File: src/core/sbc_cfg_pkg.sv
/*
 Package for the miscellaneous configuration and secured mode block:
 frame layout, register offsets, reset values, timing counts, types.
 Assumes a 20 MHz system clock and 16-bit serial frames, MSB first.
*/
package sbc_cfg_pkg;
   localparam int CLK_PERIOD_NS = 50;
   localparam int INT_LONG_NS = 100000;
   localparam int INT_SHORT_NS = 25000;
   localparam logic [11:0] INT_LONG_CYC = 12'(INT_LONG_NS / CLK_PERIOD_NS);
   localparam logic [11:0] INT_SHORT_CYC = 12'(INT_SHORT_NS / CLK_PERIOD_NS);

   localparam logic [4:0] FRAME_BITS = 5'h10;
   localparam logic [4:0] HEADER_BITS = 5'h08;
   localparam logic [1:0] CMD_READ = 2'h0;
   localparam logic [1:0] CMD_WRITE = 2'h1;
   localparam logic [4:0] OFS_MISC = 5'h08;
   localparam logic [4:0] OFS_MODE = 5'h09;
   localparam int FRM_CMD_POS = 14;
   localparam int FRM_ADDR_POS = 9;
   localparam int FRM_PARITY_POS = 8;
   localparam logic [7:0] MISC_RESET = 8'h00;
   localparam logic [5:0] LFSR_SEED = 6'h2D;

   localparam logic [1:0] SEL_RESET = 2'h0;
   localparam logic [1:0] SEL_INIT = 2'h1;
   localparam logic [1:0] SEL_FLASH = 2'h2;
   localparam logic [1:0] SEL_NONE = 2'h3;

   localparam logic [1:0] FS_VARIANT_A = 2'h0;
   localparam logic [1:0] FS_VARIANT_B1 = 2'h1;
   localparam logic [1:0] FS_VARIANT_B2 = 2'h2;
   localparam logic [1:0] FS_VARIANT_B3 = 2'h3;

   typedef enum logic [1:0] {
      dev_reset, dev_init, dev_normal, dev_flash
   } dev_state_e;

   typedef struct packed {
      logic coded_lowpower_entry_enable;
      logic parity_enable;
      logic int_level_mode;
      logic int_short_pulse;
      logic mid_period_int_enable;
      logic [2:0] dbg_res_sel;
   } misc_cfg_s;

   typedef struct packed {
      logic [2:0] sclk_sync;
      logic [2:0] cs_sync;
      logic [2:0] mosi_sync;
      logic [4:0] bit_cnt;
      logic [15:0] rx;
      logic [15:0] tx;
      logic miso;
      misc_cfg_s misc;
      logic [5:0] lfsr;
      logic [5:0] code;
      logic code_valid;
      logic mode_req;
      logic [1:0] mode_target;
      logic [11:0] int_cnt;
      logic int_hold;
      logic int_n;
      logic dbg_flag;
      logic [1:0] variant;
      logic parity_err;
   } core_state_s;
endpackage : sbc_cfg_pkg

File: src/core/sbc_misc_config_and_mode_select.sv
/*
 Serial register slave for the miscellaneous init register and the
 secured mode select register, with interrupt pin shaping and debug
 resistor fail-safe override.
 Assumes the serial clock is at most one eighth of clk and that state,
 watchdog and resistor inputs come from logic on clk.
*/
// Operation
// - The misc register takes writes only in the init state.
// - With the coded entry bit set, low-power entry needs random code bits 2..0.
// - With parity on, writes with a wrong frame parity are discarded.
// - The shape bit chooses a low pulse or a permanent low on the interrupt pin.
// - The width bit chooses a 100 us or a 25 us interrupt pulse.
// - With the mid-period bit set in flash state, half watchdog period pulses it.
// - A selection field with top bit clear disables check and override.
// - Codes 100, 101, 110 check and select variants B3, B2, B1.
// - Code 111 checks and selects variant A.
// - A detected resistor unlike the selected one sets the debug flag.
// - With the top bit set the selected variant overrides the hardware one.
// - The target field selects reset, init or flash; code 11 does nothing.
// - The mode write carries the inverted random code in bits 5..0.
// - A mode register read returns a fresh random code in bits 5..0.
`timescale 1ns/10ps
module sbc_misc_config_and_mode_select (
   input wire logic clk,
   input wire logic resetn,
   input wire logic spi_sclk,
   input wire logic spi_cs_n,
   input wire logic spi_mosi,
   output logic spi_miso,
   input sbc_cfg_pkg::dev_state_e dev_state,
   input wire logic wd_half_elapsed,
   input wire logic int_event,
   input wire logic int_release,
   input wire logic [1:0] hw_variant,
   input wire logic dbg_flag_clear,
   output logic int_n,
   output logic coded_lowpower_entry_enable,
   output logic [2:0] lowpower_code,
   output logic mode_req,
   output logic [1:0] mode_target,
   output logic [1:0] failsafe_variant,
   output logic dbg_resistor_flag,
   output logic parity_error
);
   logic [1:0] rst_sync_q;
   logic rst_n;
   sbc_cfg_pkg::core_state_s s_q;
   sbc_cfg_pkg::core_state_s s_d;
   logic sclk_rise;
   logic sclk_fall;
   logic cs_fall;
   logic cs_rise;
   logic frame_end;
   logic wr_cmd;
   logic parity_ok;
   logic wr_ok;
   logic misc_wr;
   logic mode_wr;
   logic code_match;
   logic int_trig;
   logic [1:0] sel_variant;

   always_ff @(posedge clk or negedge resetn) begin
      if (!resetn) begin
         rst_sync_q <= 2'h0;
      end else begin
         rst_sync_q <= {rst_sync_q[0], 1'b1};
      end
   end
   assign rst_n = rst_sync_q[1];

   always_comb begin
      sclk_rise = s_q.sclk_sync[1] && !s_q.sclk_sync[2];
      sclk_fall = !s_q.sclk_sync[1] && s_q.sclk_sync[2];
      cs_fall = !s_q.cs_sync[1] && s_q.cs_sync[2];
      cs_rise = s_q.cs_sync[1] && !s_q.cs_sync[2];
      frame_end = cs_rise && (s_q.bit_cnt == sbc_cfg_pkg::FRAME_BITS);
      wr_cmd = s_q.rx[15:sbc_cfg_pkg::FRM_CMD_POS] == sbc_cfg_pkg::CMD_WRITE;
      parity_ok = !s_q.misc.parity_enable || !(^s_q.rx);
      wr_ok = frame_end && wr_cmd && parity_ok;
      misc_wr = wr_ok && (s_q.rx[13:sbc_cfg_pkg::FRM_ADDR_POS]
                == sbc_cfg_pkg::OFS_MISC) && (dev_state == sbc_cfg_pkg::dev_init);
      mode_wr = wr_ok && (s_q.rx[13:sbc_cfg_pkg::FRM_ADDR_POS]
                == sbc_cfg_pkg::OFS_MODE);
      code_match = s_q.code_valid && (s_q.rx[5:0] == ~s_q.code);
      int_trig = int_event || (wd_half_elapsed && s_q.misc.mid_period_int_enable
                 && dev_state == sbc_cfg_pkg::dev_flash);
      unique case (s_q.misc.dbg_res_sel[1:0])
         2'h0: sel_variant = sbc_cfg_pkg::FS_VARIANT_B3;
         2'h1: sel_variant = sbc_cfg_pkg::FS_VARIANT_B2;
         2'h2: sel_variant = sbc_cfg_pkg::FS_VARIANT_B1;
         2'h3: sel_variant = sbc_cfg_pkg::FS_VARIANT_A;
      endcase
   end

   always_comb begin
      s_d = s_q;
      s_d.sclk_sync = {s_q.sclk_sync[1:0], spi_sclk};
      s_d.cs_sync = {s_q.cs_sync[1:0], spi_cs_n};
      s_d.mosi_sync = {s_q.mosi_sync[1:0], spi_mosi};
      s_d.lfsr = {s_q.lfsr[4:0], s_q.lfsr[5] ^ s_q.lfsr[4]};
      s_d.mode_req = 1'b0;
      s_d.parity_err = 1'b0;
      // Frame reception and reply shifting
      if (cs_fall) begin
         s_d.bit_cnt = 5'h00;
         s_d.tx = 16'h0000;
      end else if (!s_q.cs_sync[2]) begin
         if (sclk_rise && s_q.bit_cnt != sbc_cfg_pkg::FRAME_BITS) begin
            s_d.rx = {s_q.rx[14:0], s_q.mosi_sync[2]};
            s_d.bit_cnt = s_q.bit_cnt + 5'h01;
         end
         if (sclk_fall) begin
            s_d.miso = s_q.tx[15];
            s_d.tx = {s_q.tx[14:0], 1'b0};
            if (s_q.bit_cnt == sbc_cfg_pkg::HEADER_BITS) begin
               s_d.miso = 1'b0;
               s_d.tx = 16'h0000;
               if (s_q.rx[7:6] == sbc_cfg_pkg::CMD_READ) begin
                  if (s_q.rx[5:1] == sbc_cfg_pkg::OFS_MODE) begin
                     s_d.miso = 1'b0;
                     s_d.tx = {1'b0, s_q.lfsr, 9'h000};
                     s_d.code = s_q.lfsr;
                     s_d.code_valid = 1'b1;
                  end else if (s_q.rx[5:1] == sbc_cfg_pkg::OFS_MISC) begin
                     s_d.miso = s_q.misc.coded_lowpower_entry_enable;
                     s_d.tx = {s_q.misc[6:0], 9'h000};
                  end
               end
            end
         end
      end
      if (frame_end && wr_cmd && !parity_ok) begin
         s_d.parity_err = 1'b1;
      end
      if (misc_wr) begin
         s_d.misc = sbc_cfg_pkg::misc_cfg_s'(s_q.rx[7:0]);
      end
      if (mode_wr) begin
         s_d.code_valid = 1'b0;
         if (code_match && s_q.rx[7:6] != sbc_cfg_pkg::SEL_NONE) begin
            s_d.mode_req = 1'b1;
            s_d.mode_target = s_q.rx[7:6];
         end
      end
      // Interrupt pin shaping
      if (s_q.int_cnt != 12'h000) begin
         s_d.int_cnt = s_q.int_cnt - 12'h001;
      end
      if (int_release) begin
         s_d.int_hold = 1'b0;
      end
      if (int_trig) begin
         if (s_q.misc.int_level_mode) begin
            s_d.int_hold = 1'b1;
         end else if (s_q.misc.int_short_pulse) begin
            s_d.int_cnt = sbc_cfg_pkg::INT_SHORT_CYC;
         end else begin
            s_d.int_cnt = sbc_cfg_pkg::INT_LONG_CYC;
         end
      end
      s_d.int_n = !(s_d.int_hold || s_d.int_cnt != 12'h000);
      // Debug resistor check and fail-safe override
      if (s_q.misc.dbg_res_sel[2]) begin
         s_d.variant = sel_variant;
      end else begin
         s_d.variant = hw_variant;
      end
      if (dbg_flag_clear) begin
         s_d.dbg_flag = 1'b0;
      end
      if (s_q.misc.dbg_res_sel[2] && hw_variant != sel_variant) begin
         s_d.dbg_flag = 1'b1;
      end
   end

   always_ff @(posedge clk or negedge rst_n) begin
      if (!rst_n) begin
         s_q <= '0;
         s_q.sclk_sync <= 3'h0;
         s_q.cs_sync <= 3'h7;
         s_q.misc <= sbc_cfg_pkg::misc_cfg_s'(sbc_cfg_pkg::MISC_RESET);
         s_q.lfsr <= sbc_cfg_pkg::LFSR_SEED;
         s_q.int_n <= 1'b1;
      end else begin
         s_q <= s_d;
      end
   end

   assign spi_miso = s_q.miso;
   assign int_n = s_q.int_n;
   assign coded_lowpower_entry_enable = s_q.misc.coded_lowpower_entry_enable;
   assign lowpower_code = s_q.code[2:0];
   assign mode_req = s_q.mode_req;
   assign mode_target = s_q.mode_target;
   assign failsafe_variant = s_q.variant;
   assign dbg_resistor_flag = s_q.dbg_flag;
   assign parity_error = s_q.parity_err;
endmodule : sbc_misc_config_and_mode_select

File: config.mk
export PLATFORM = sky130hd
export DESIGN_NAME = sbc_misc_config_and_mode_select
export DESIGN_NICKNAME = d
export VERILOG_FILES = /design/src/core/sbc_cfg_pkg.sv /design/src/core/sbc_misc_config_and_mode_select.sv
export SDC_FILE = /design/constraint.sdc
export NUM_CORES = 1
export LEC_CHECK = 0
export BUFFER_PORTS_ARGS = -buffer_cell sky130_fd_sc_hd__buf_2
export CORE_MARGIN = 2
export CORE_UTILIZATION = 36
export CTS_BUF_LIST = sky130_fd_sc_hd__clkbuf_4 sky130_fd_sc_hd__clkbuf_8 sky130_fd_sc_hd__clkbuf_16
export CTS_CLUSTER_SIZE = 24
export DETAILED_ROUTE_END_ITERATION = 7
export GPL_TIMING_DRIVEN = 0
export PLACE_DENSITY = 0.5
export SLEW_MARGIN = 25
export SYNTH_ARGS = -nofsm -noshare
export SYNTH_HDL_FRONTEND = slang
export SYNTH_SLANG_ARGS = --single-unit
File: constraint.sdc
create_clock -name clk -period 3.82 [get_ports clk]
set_input_delay 0.764 -clock clk [delete_from_list [all_inputs] [get_ports clk]]
set_output_delay 0.764 -clock clk [all_outputs]
set_load 0.02 [all_outputs]
==> flow_summary_export.csv, run 1 <==
group,metric,value,unit
routing,routed_wl,8.387,mm
worst_setup_path,r2r_slack,1.11,ns
cells_and_area,nNetsFinal,420,
pwr,switching_share,0.2741,
floorplan,start_util,0.3690,
grt,grt_use_total,0.1586,
floorplan,core-area,0.01089,sq mm
yosys,synthCells,362,
place,io_buffers,25,
pwr,ir_drop,0.0002564,V
floorplan,rows,38,
flow_run,drv_cap,0,
place,place.gp.congestion,0.8318,
pwr,seq_power_share,0.531,
pwr,p_comb_frac,0.156,
floorplan,die_area,0.01202,sq mm
worst_setup_path,rr_startpoint,"s_q[65]$_DFFE_PN0P_",
floorplan,die_x,109.6,um
grt,grt_antenna_before_repair,0,
timing,layout_min_cycle_time,2.714,ns
worst_setup_path,startpoint_type,"register",
worst_setup_path,end_kind,"register",
yosys,ys_seq_elements,90,
timing,finalCritPeriodShare,0.7104,
yosys,synth_area,0.004018,sq mm
worst_setup_path,crit_type,"register to register",
cts,cts.sinks,90,
timing,slew_violations,0,
timing,finClkSkew,0.01248,ns
grt,grt_max_degree,37,
worst_setup_path,critPathBufInv,1,
routing,drtPass1Iterations,5,
timing,rsz0062_at_grt,"no",
cells_and_area,multi_input_area,0.001608,sq mm
yosys,synthTopCellsByCount,"dfrtp_1, nand2_1, nor2_1",
worst_setup_path,cp-startpoint,"s_q[65]$_DFFE_PN0P_",
cts,ctsHoldBuffers,0,
pwr,p_leak,2.123,nW
worst_setup_path,path_delay_family,"XOR/XNOR gates",
cts,clock_path_buffers,2,
cts,cts_resized,0,
timing,hold_violations,0,
outcome,status,"finished clean",
timing,holdWs,0.1634,ns
yosys,yosys-top-cells-area,"dfrtp_1, nand2_1, dfstp_2, xnor2_1, mux2_2",
routing,via_count,2727,
place,dp_slack,1.073,ns
yosys,synth_top_cell_area_share,0.5107,
pwr,p_switching,0.5415,mW
timing,fmax,368.5,MHz
worst_setup_path,cp_max_fo,7,
floorplan,io_pins,26,
cts,cts.clk_slew.worst_paths,0.08,ns
floorplan,dieHeight,109.6,um
routing,routed_via_density,5.004,
cts,post-cts-setup-buffers,0,
yosys,ys.flop_type,"dfrtp_1",
timing,setup_slack,1.106,ns
cts,cts_buffers,9,
cts,cts.htree.levels,3,
cells_and_area,final_cells,545,
timing,tightest_slew,0.7809,ns
grt,grt_pass1_wl,14.18,mm
cts,root_buffer,"clkbuf_8",
yosys,synth.distinct_cells,59,
cells_and_area,seq_area,0.002266,sq mm
routing,ant_nets,0,
yosys,avgSynthCellArea,11.10,sq um
grt,grt_overflow,0,
min_path,hp-class,"input port to asynchronous set/reset pin",
worst_setup_path,cp_slowest_cell,"a21oi_2",
yosys,async_flop_share,1.000,
place,dpl.hpwl,5.987,mm
cells_and_area,fillers,1044,
worst_setup_path,path_cells,"inv_1 -> ha_1 -> xnor2_1 -> xnor3_1 -> xnor3_2 -> a21oi_2 -> mux2_2",
cells_and_area,n_antenna_cell,0,
pwr,internal_power,1.434,mW
cells_and_area,synthToLayoutAreaGrowth,13.20,%
yosys,yosysSeqAreaShare,0.5631,
cts,clk_latency,0.37,ns
cts,cts_tree,"built",
worst_setup_path,max_stage_delay,0.48,ns
yosys,yosysMostFrequentCell,"dfrtp_1",
pwr,total_power,1.976,mW
yosys,yosysWarnings,0,
pwr,powerDensity,434.4,mW/mm^2
timing,setup_viol,0,
worst_setup_path,worstPathArrival,2.97,ns
timing,slew_headroom,0.4723,
place,post-place-cells,529,
yosys,yosysTopAreaCell,"dfrtp_1",
routing,drc_errors,0,
yosys,synth_edf_count,0,
cells_and_area,drive_gt1_frac,0.1877,
worst_setup_path,worstPathRequired,4.08,ns
routing,wl_per_cell,15.39,um
cells_and_area,utilization,0.4177,
routing,drtIter0Drc,130,
place,placed_area,0.004362,sq mm
yosys,synth_nets,382,
pwr,pwr-share-clk,0.312,
cells_and_area,design_area,0.004548,sq mm
grt,grt_pass1_vias,2694,
timing,tns,0,ns
-- sequential cells by signal, indices dropped and copies added (netlist names) --
signal	flops
parity_error	1
lowpower_code	3
mode_target	2
failsafe_variant	2
s_q	64
s_d	11
int_n	1
dbg_resistor_flag	1
coded_lowpower_entry_enable	1
mode_req	1
spi_miso	1
rst_sync_q	2
-- path summary, 6_finish.rpt --
check | cells past startpoint | end
worst max-delay path | 7 | s_q[35]$_DFFE_PN0P_
worst min-delay path | 1 | rst_sync_q[1]$_DFF_PN0_
worst max register to register | 7 | s_q[35]$_DFFE_PN0P_
worst min register to register | 0 | mode_target[1]$_DFFE_PN0P_
max in group asynchronous | 1 | int_n$_DFF_PN1_
min in group clk | 0 | s_q[82]$_DFF_PN0_
-- cells in the final DEF, fill, tap and decap left out, types with 3 or more instances in the layout --
cell | synthesis | final
mux2_2 | 9 | 9
clkbuf_4 | 0 | 3
nand4_1 | 5 | 5
nor2_1 | 23 | 23
clkbuf_8 | 0 | 11
dfrtp_1 | 82 | 81
dfstp_2 | 8 | 8
nor2b_1 | 3 | 3
inv_1 | 17 | 17
xor2_1 | 10 | 10
nand3_1 | 9 | 9
nor3b_1 | 3 | 3
o21ai_0 | 17 | 17
a21oi_1 | 8 | 8
nand2_1 | 60 | 60
xnor2_1 | 14 | 14
a222oi_1 | 6 | 6
a22o_1 | 7 | 7
nor3_1 | 4 | 4
ha_1 | 7 | 7
mux2i_1 | 9 | 9
buf_2 | 1 | 26
clkbuf_1 | 7 | 7
buf_4 | 7 | 7
nor4_1 | 3 | 3
-- layer usage --
| layer | GRT usage | part of all wire | vias up |
|---|---|---|---|
| li1 | - | - | 1334 |
| met2 | 0.2496 | 0.47 | 35 |
| met3 | 0.04801 | 0.044 | 4 |
| met5 | 0 | 0 | - |
| met1 | 0.2133 | 0.48 | 1354 |
| met4 | 0.04340 | 0.0070 | 0 |
-- cell families after synthesis --
group | after synthesis | share of synthesized area
DFF | 90 | 0.5631
xor gates and xnor gates | 26 | 0.06384
buffers and inverters | 32 | 0.03675
adders and majority gates | 7 | 0.02180
AOI/OAI and AO/OA | 60 | 0.1131
and+or+nand+nor | 126 | 0.1473
muxes | 20 | 0.05326
other | 1 | 0.0009334
-- final cells by class --
| cell class | count | area share |
|---|---|---|
| multi-input combinational | 240 | 0.3535 |
| timing repair buffer | 27 | 0.03631 |
| sequential | 90 | 0.4982 |
| clock buffer | 14 | 0.03824 |
| buffer | 15 | 0.01843 |
| inverter | 17 | 0.01403 |
| clock inverter | 2 | 0.002751 |
| tap | 140 | 0.03851 |
-- worst reg2reg max path, stage by stage (launching register included) --
cell and delay, ns:
dfrtp_1 0.46, inv_1 0.08, ha_1 0.31, xnor2_1 0.18, xnor3_1 0.23, xnor3_2 0.47, a21oi_2 0.48, mux2_2 0.40
-- power by group through the flow --
| stage | sequential [mW] | clock, mW | combinational (mW) |
|---|---|---|---|
| 2_1_floorplan | 1.06 | 0 | 0.240 |
| 3_3_place_gp | 1.08 | 0 | 0.294 |
| 3_5_place_dp | 1.07 | 0 | 0.313 |
| 4_1_cts | 1.05 | 0.649 | 0.314 |
| 5_1_grt | 1.06 | 0.686 | 0.346 |
| 6_report | 1.05 | 0.617 | 0.308 |
(Power assumes the default switching activity.)
==> run 2: changes to the inputs <==
ABC_AREA = 1   (was default)
clock period = 2.7 ns   (was 3.82 ns; I/O delays follow)
==> run 2 against run 1 <==
  * The run now ends with design-rule violations left
  * Combinational power is 25% higher
  * Synthesized cell count grew 42%
  * Sequential power is 42% higher
  * Fmax grew 38%
  * Clock skew shrank 0.0027 ns
  * Largest power group unchanged
==> flow_summary_export.csv, run 2 <==
group,metric,value,unit
outcome,status,"complete, but fails checks",
outcome,failed_checks,"design-rule violations",
routing,drc_errors,3,
yosys,synthTopCellsByCount,"nand2_1, dfrtp_1, inv_1",
yosys,synthAdderAreaFrac,0.02039,
floorplan,die_area,0.01282,sq mm
place,place.gp.congestion,0.8564,
cells_and_area,n_antenna_cell,0,
timing,fmax,507.5,MHz
grt,grt_overflow,0,
min_path,hp-class,"input port to register",
flow_run,drv_cap,0,
floorplan,core-area,0.01152,sq mm
cts,cts_buffers,9,
worst_setup_path,crit_type,"register to register",
timing,hold_violations,0,
place,post-place-cells,684,
timing,slew_headroom,0.5520,
grt,grt_max_degree,52,
cts,cts.sinks,90,
cells_and_area,drive_gt1_frac,0.1380,
floorplan,io_pins,26,
cells_and_area,largest_reg_flops,64,
cts,cts_resized,0,
routing,drtIter0Drc,164,
yosys,yosysTopAreaCell,"dfrtp_1",
yosys,muxShareOfSynthArea,0,
yosys,synth_area,0.004295,sq mm
cts,clk_latency,0.35,ns
yosys,yosysSeqAreaShare,0.5267,
yosys,synthSimpleGateAreaFrac,0.2549,
worst_setup_path,worstPathRequired,2.96,ns
cells_and_area,fillers,1164,
yosys,synth_edf_count,0,
routing,ant_nets,0,
floorplan,rows,39,
cts,cts.clk_slew.worst_paths,0.07,ns
floorplan,dieHeight,113.2,um
yosys,yosysWarnings,0,
yosys,synth-compound-area-share,0.08506,
yosys,synth.distinct_cells,36,
yosys,ys.flop_type,"dfrtp_1",
yosys,avgSynthCellArea,8.341,sq um
timing,rsz0062_at_grt,"no",
yosys,synthCells,515,
pwr,p_leak,2.530,nW
yosys,synthXorXnorAreaFrac,0.02039,
cells_and_area,synthToLayoutAreaGrowth,14.86,%
worst_setup_path,end_kind,"register",
timing,slew_violations,0,
cells_and_area,layout_common_cells,"nand2_1, dfrtp_1, inv_1, nor2_1, o21ai_0",
routing,via_count,3328,
timing,finClkSkew,0.009741,ns
cells_and_area,final_cells,701,
timing,tns,0,ns
yosys,synth_top_cell_area_share,0.4777,
cts,root_buffer,"clkbuf_16",
routing,routed_wl,9.211,mm
grt,grt_use_total,0.1596,
timing,finalCritPeriodShare,0.7297,
cells_and_area,utilization,0.4284,
yosys,synth_nets,535,
grt,grt_pass1_wl,15.98,mm
yosys,yosysMostFrequentCell,"nand2_1",
cells_and_area,nNetsFinal,573,
pwr,powerDensity,631.6,mW/mm^2
worst_setup_path,worstPathArrival,2.23,ns
grt,grt_pass1_vias,3288,
yosys,async_flop_share,1.000,
yosys,yosys-top-cells-area,"dfrtp_1, nand2_1, inv_1, dfstp_2, o21ai_0",
floorplan,start_util,0.3730,
routing,routed_via_density,4.748,
cts,cts.htree.levels,3,
worst_setup_path,startpoint_type,"register",
timing,setup_viol,0,
pwr,ir_drop,0.0003193,V
worst_setup_path,cp_max_fo,10,
timing,layout_min_cycle_time,1.970,ns
yosys,ys_seq_elements,90,
routing,wl_per_cell,13.14,um
cells_and_area,mostFrequentLayoutCell,"nand2_1",
place,io_buffers,25,
cells_and_area,largest-register,"s_q",
place,dpl.hpwl,6.901,mm
cts,cts_tree,"built",
grt,grt_antenna_before_repair,0,
timing,tightest_slew,0.6720,ns
yosys,synth_top_family_by_area,"simple AND/OR/NAND/NOR gates",
routing,drtPass1Iterations,6,
cts,clock_path_buffers,2,
floorplan,die_x,113.2,um
-- run 2: cell types whose count changed after synthesis, sizes merged, moves of 8 or more --
cell	previous run	this run
xnor2	14	6
nand2	60	160
o22ai	1	13
mux2i	9	0
inv	17	82
o21ai	17	35
nand4	5	14
mux2	11	0
nor2	23	37
nand3	9	29
-- run 2: repair_timing --
| action | in CTS | in global routing |
|---|---|---|
| hold endpoints to repair | 2 | 0 |
| setup buffers | 0 | 0 |
| hold buffers | 1 | 0 |
-- run 2: final timing paths --
kind | from | endpoint | slack [ns] | depth (start not counted)
hold / removal | spi_mosi | s_d[81]$_DFF_PN0_ | 0.29 | 1
hold reg to reg | s_d[87]$_DFF_PN0_ | s_d[88]$_DFF_PN0_ | 0.35 | 0
setup reg to reg | s_q[75]$_DFFE_PN0P_ | s_q[26]$_DFFE_PN0P_ | 0.73 | 7
min in group asynchronous | rst_sync_q[1]$_DFF_PN0_ | s_q[44]$_DFFE_PN0P_ | 0.38 | 0
max in group asynchronous | rst_sync_q[1]$_DFF_PN0_ | s_d[85]$_DFF_PN1_ | 1.60 | 1
setup / recovery | s_q[75]$_DFFE_PN0P_ | s_q[26]$_DFFE_PN0P_ | 0.73 | 7
-- run 2: stage by stage --
step	hold WS (ns)	worst slack (ns)	total power [mW]	cell area [sq um]
6_report	0.2943	0.7297	3.116	4933
5_1_grt	0.2753	0.5098	3.302	4933
4_1_cts	0.2825	0.7234	3.162	4933
3_5_place_dp	0.3269	0.7023	1.901	4623
3_3_place_gp	0.3249	-1.092	1.889	4599
2_1_floorplan	0.2444	0.02154	1.786	4295
-- run 2: kinds of logic (layout without fill, tap and decap cells) --
family,count (synthesis),count (layout)
AO/OA/AOI/OAI,62,62
XOR/XNOR,10,10
AND/OR/NAND/NOR,249,249
flip-flops,90,90
buffers and inverters,96,139
adder cells (fa/ha/maj),7,7
other,1,1
-- run 2: cell type report --
type | count | area (sq um) | share of cell area
Timing Repair Buffer | 27 | 155.1 | 0.03145
Sequential cell | 90 | 2266 | 0.4593
Multi-Input combinational cell | 329 | 1639 | 0.3322
Inverter | 82 | 310.3 | 0.06290
Tap cell | 143 | 178.9 | 0.03627
Clock buffer | 12 | 266.5 | 0.05402
Buffer | 14 | 83.83 | 0.01699
Clock inverter | 4 | 33.78 | 0.006848
-- run 2: report_power, final --
part	switching (mW)	internal [mW]	total (mW)
Combinational	0.251	0.133	0.385
Sequential	0.0805	1.41	1.49
Clock	0.536	0.706	1.24
-- run 2: worst max-delay path, cell delays in order, from the launching register on --
cell	delay (ns)
dfrtp_1	0.40
inv_1	0.10
ha_1	0.18
nand4_1	0.25
nor4_2	0.49
buf_2	0.28
nand2_1	0.11
o21ai_0	0.09
-- run 2: per-layer routing --
metal	global-route usage	vias to the layer above	share of wire
met3	0.03214	18	0.026
met2	0.2503	35	0.46
met4	0.08049	0	0.025
li1	-	1708	-
met5	0	-	0
met1	0.2107	1567	0.49
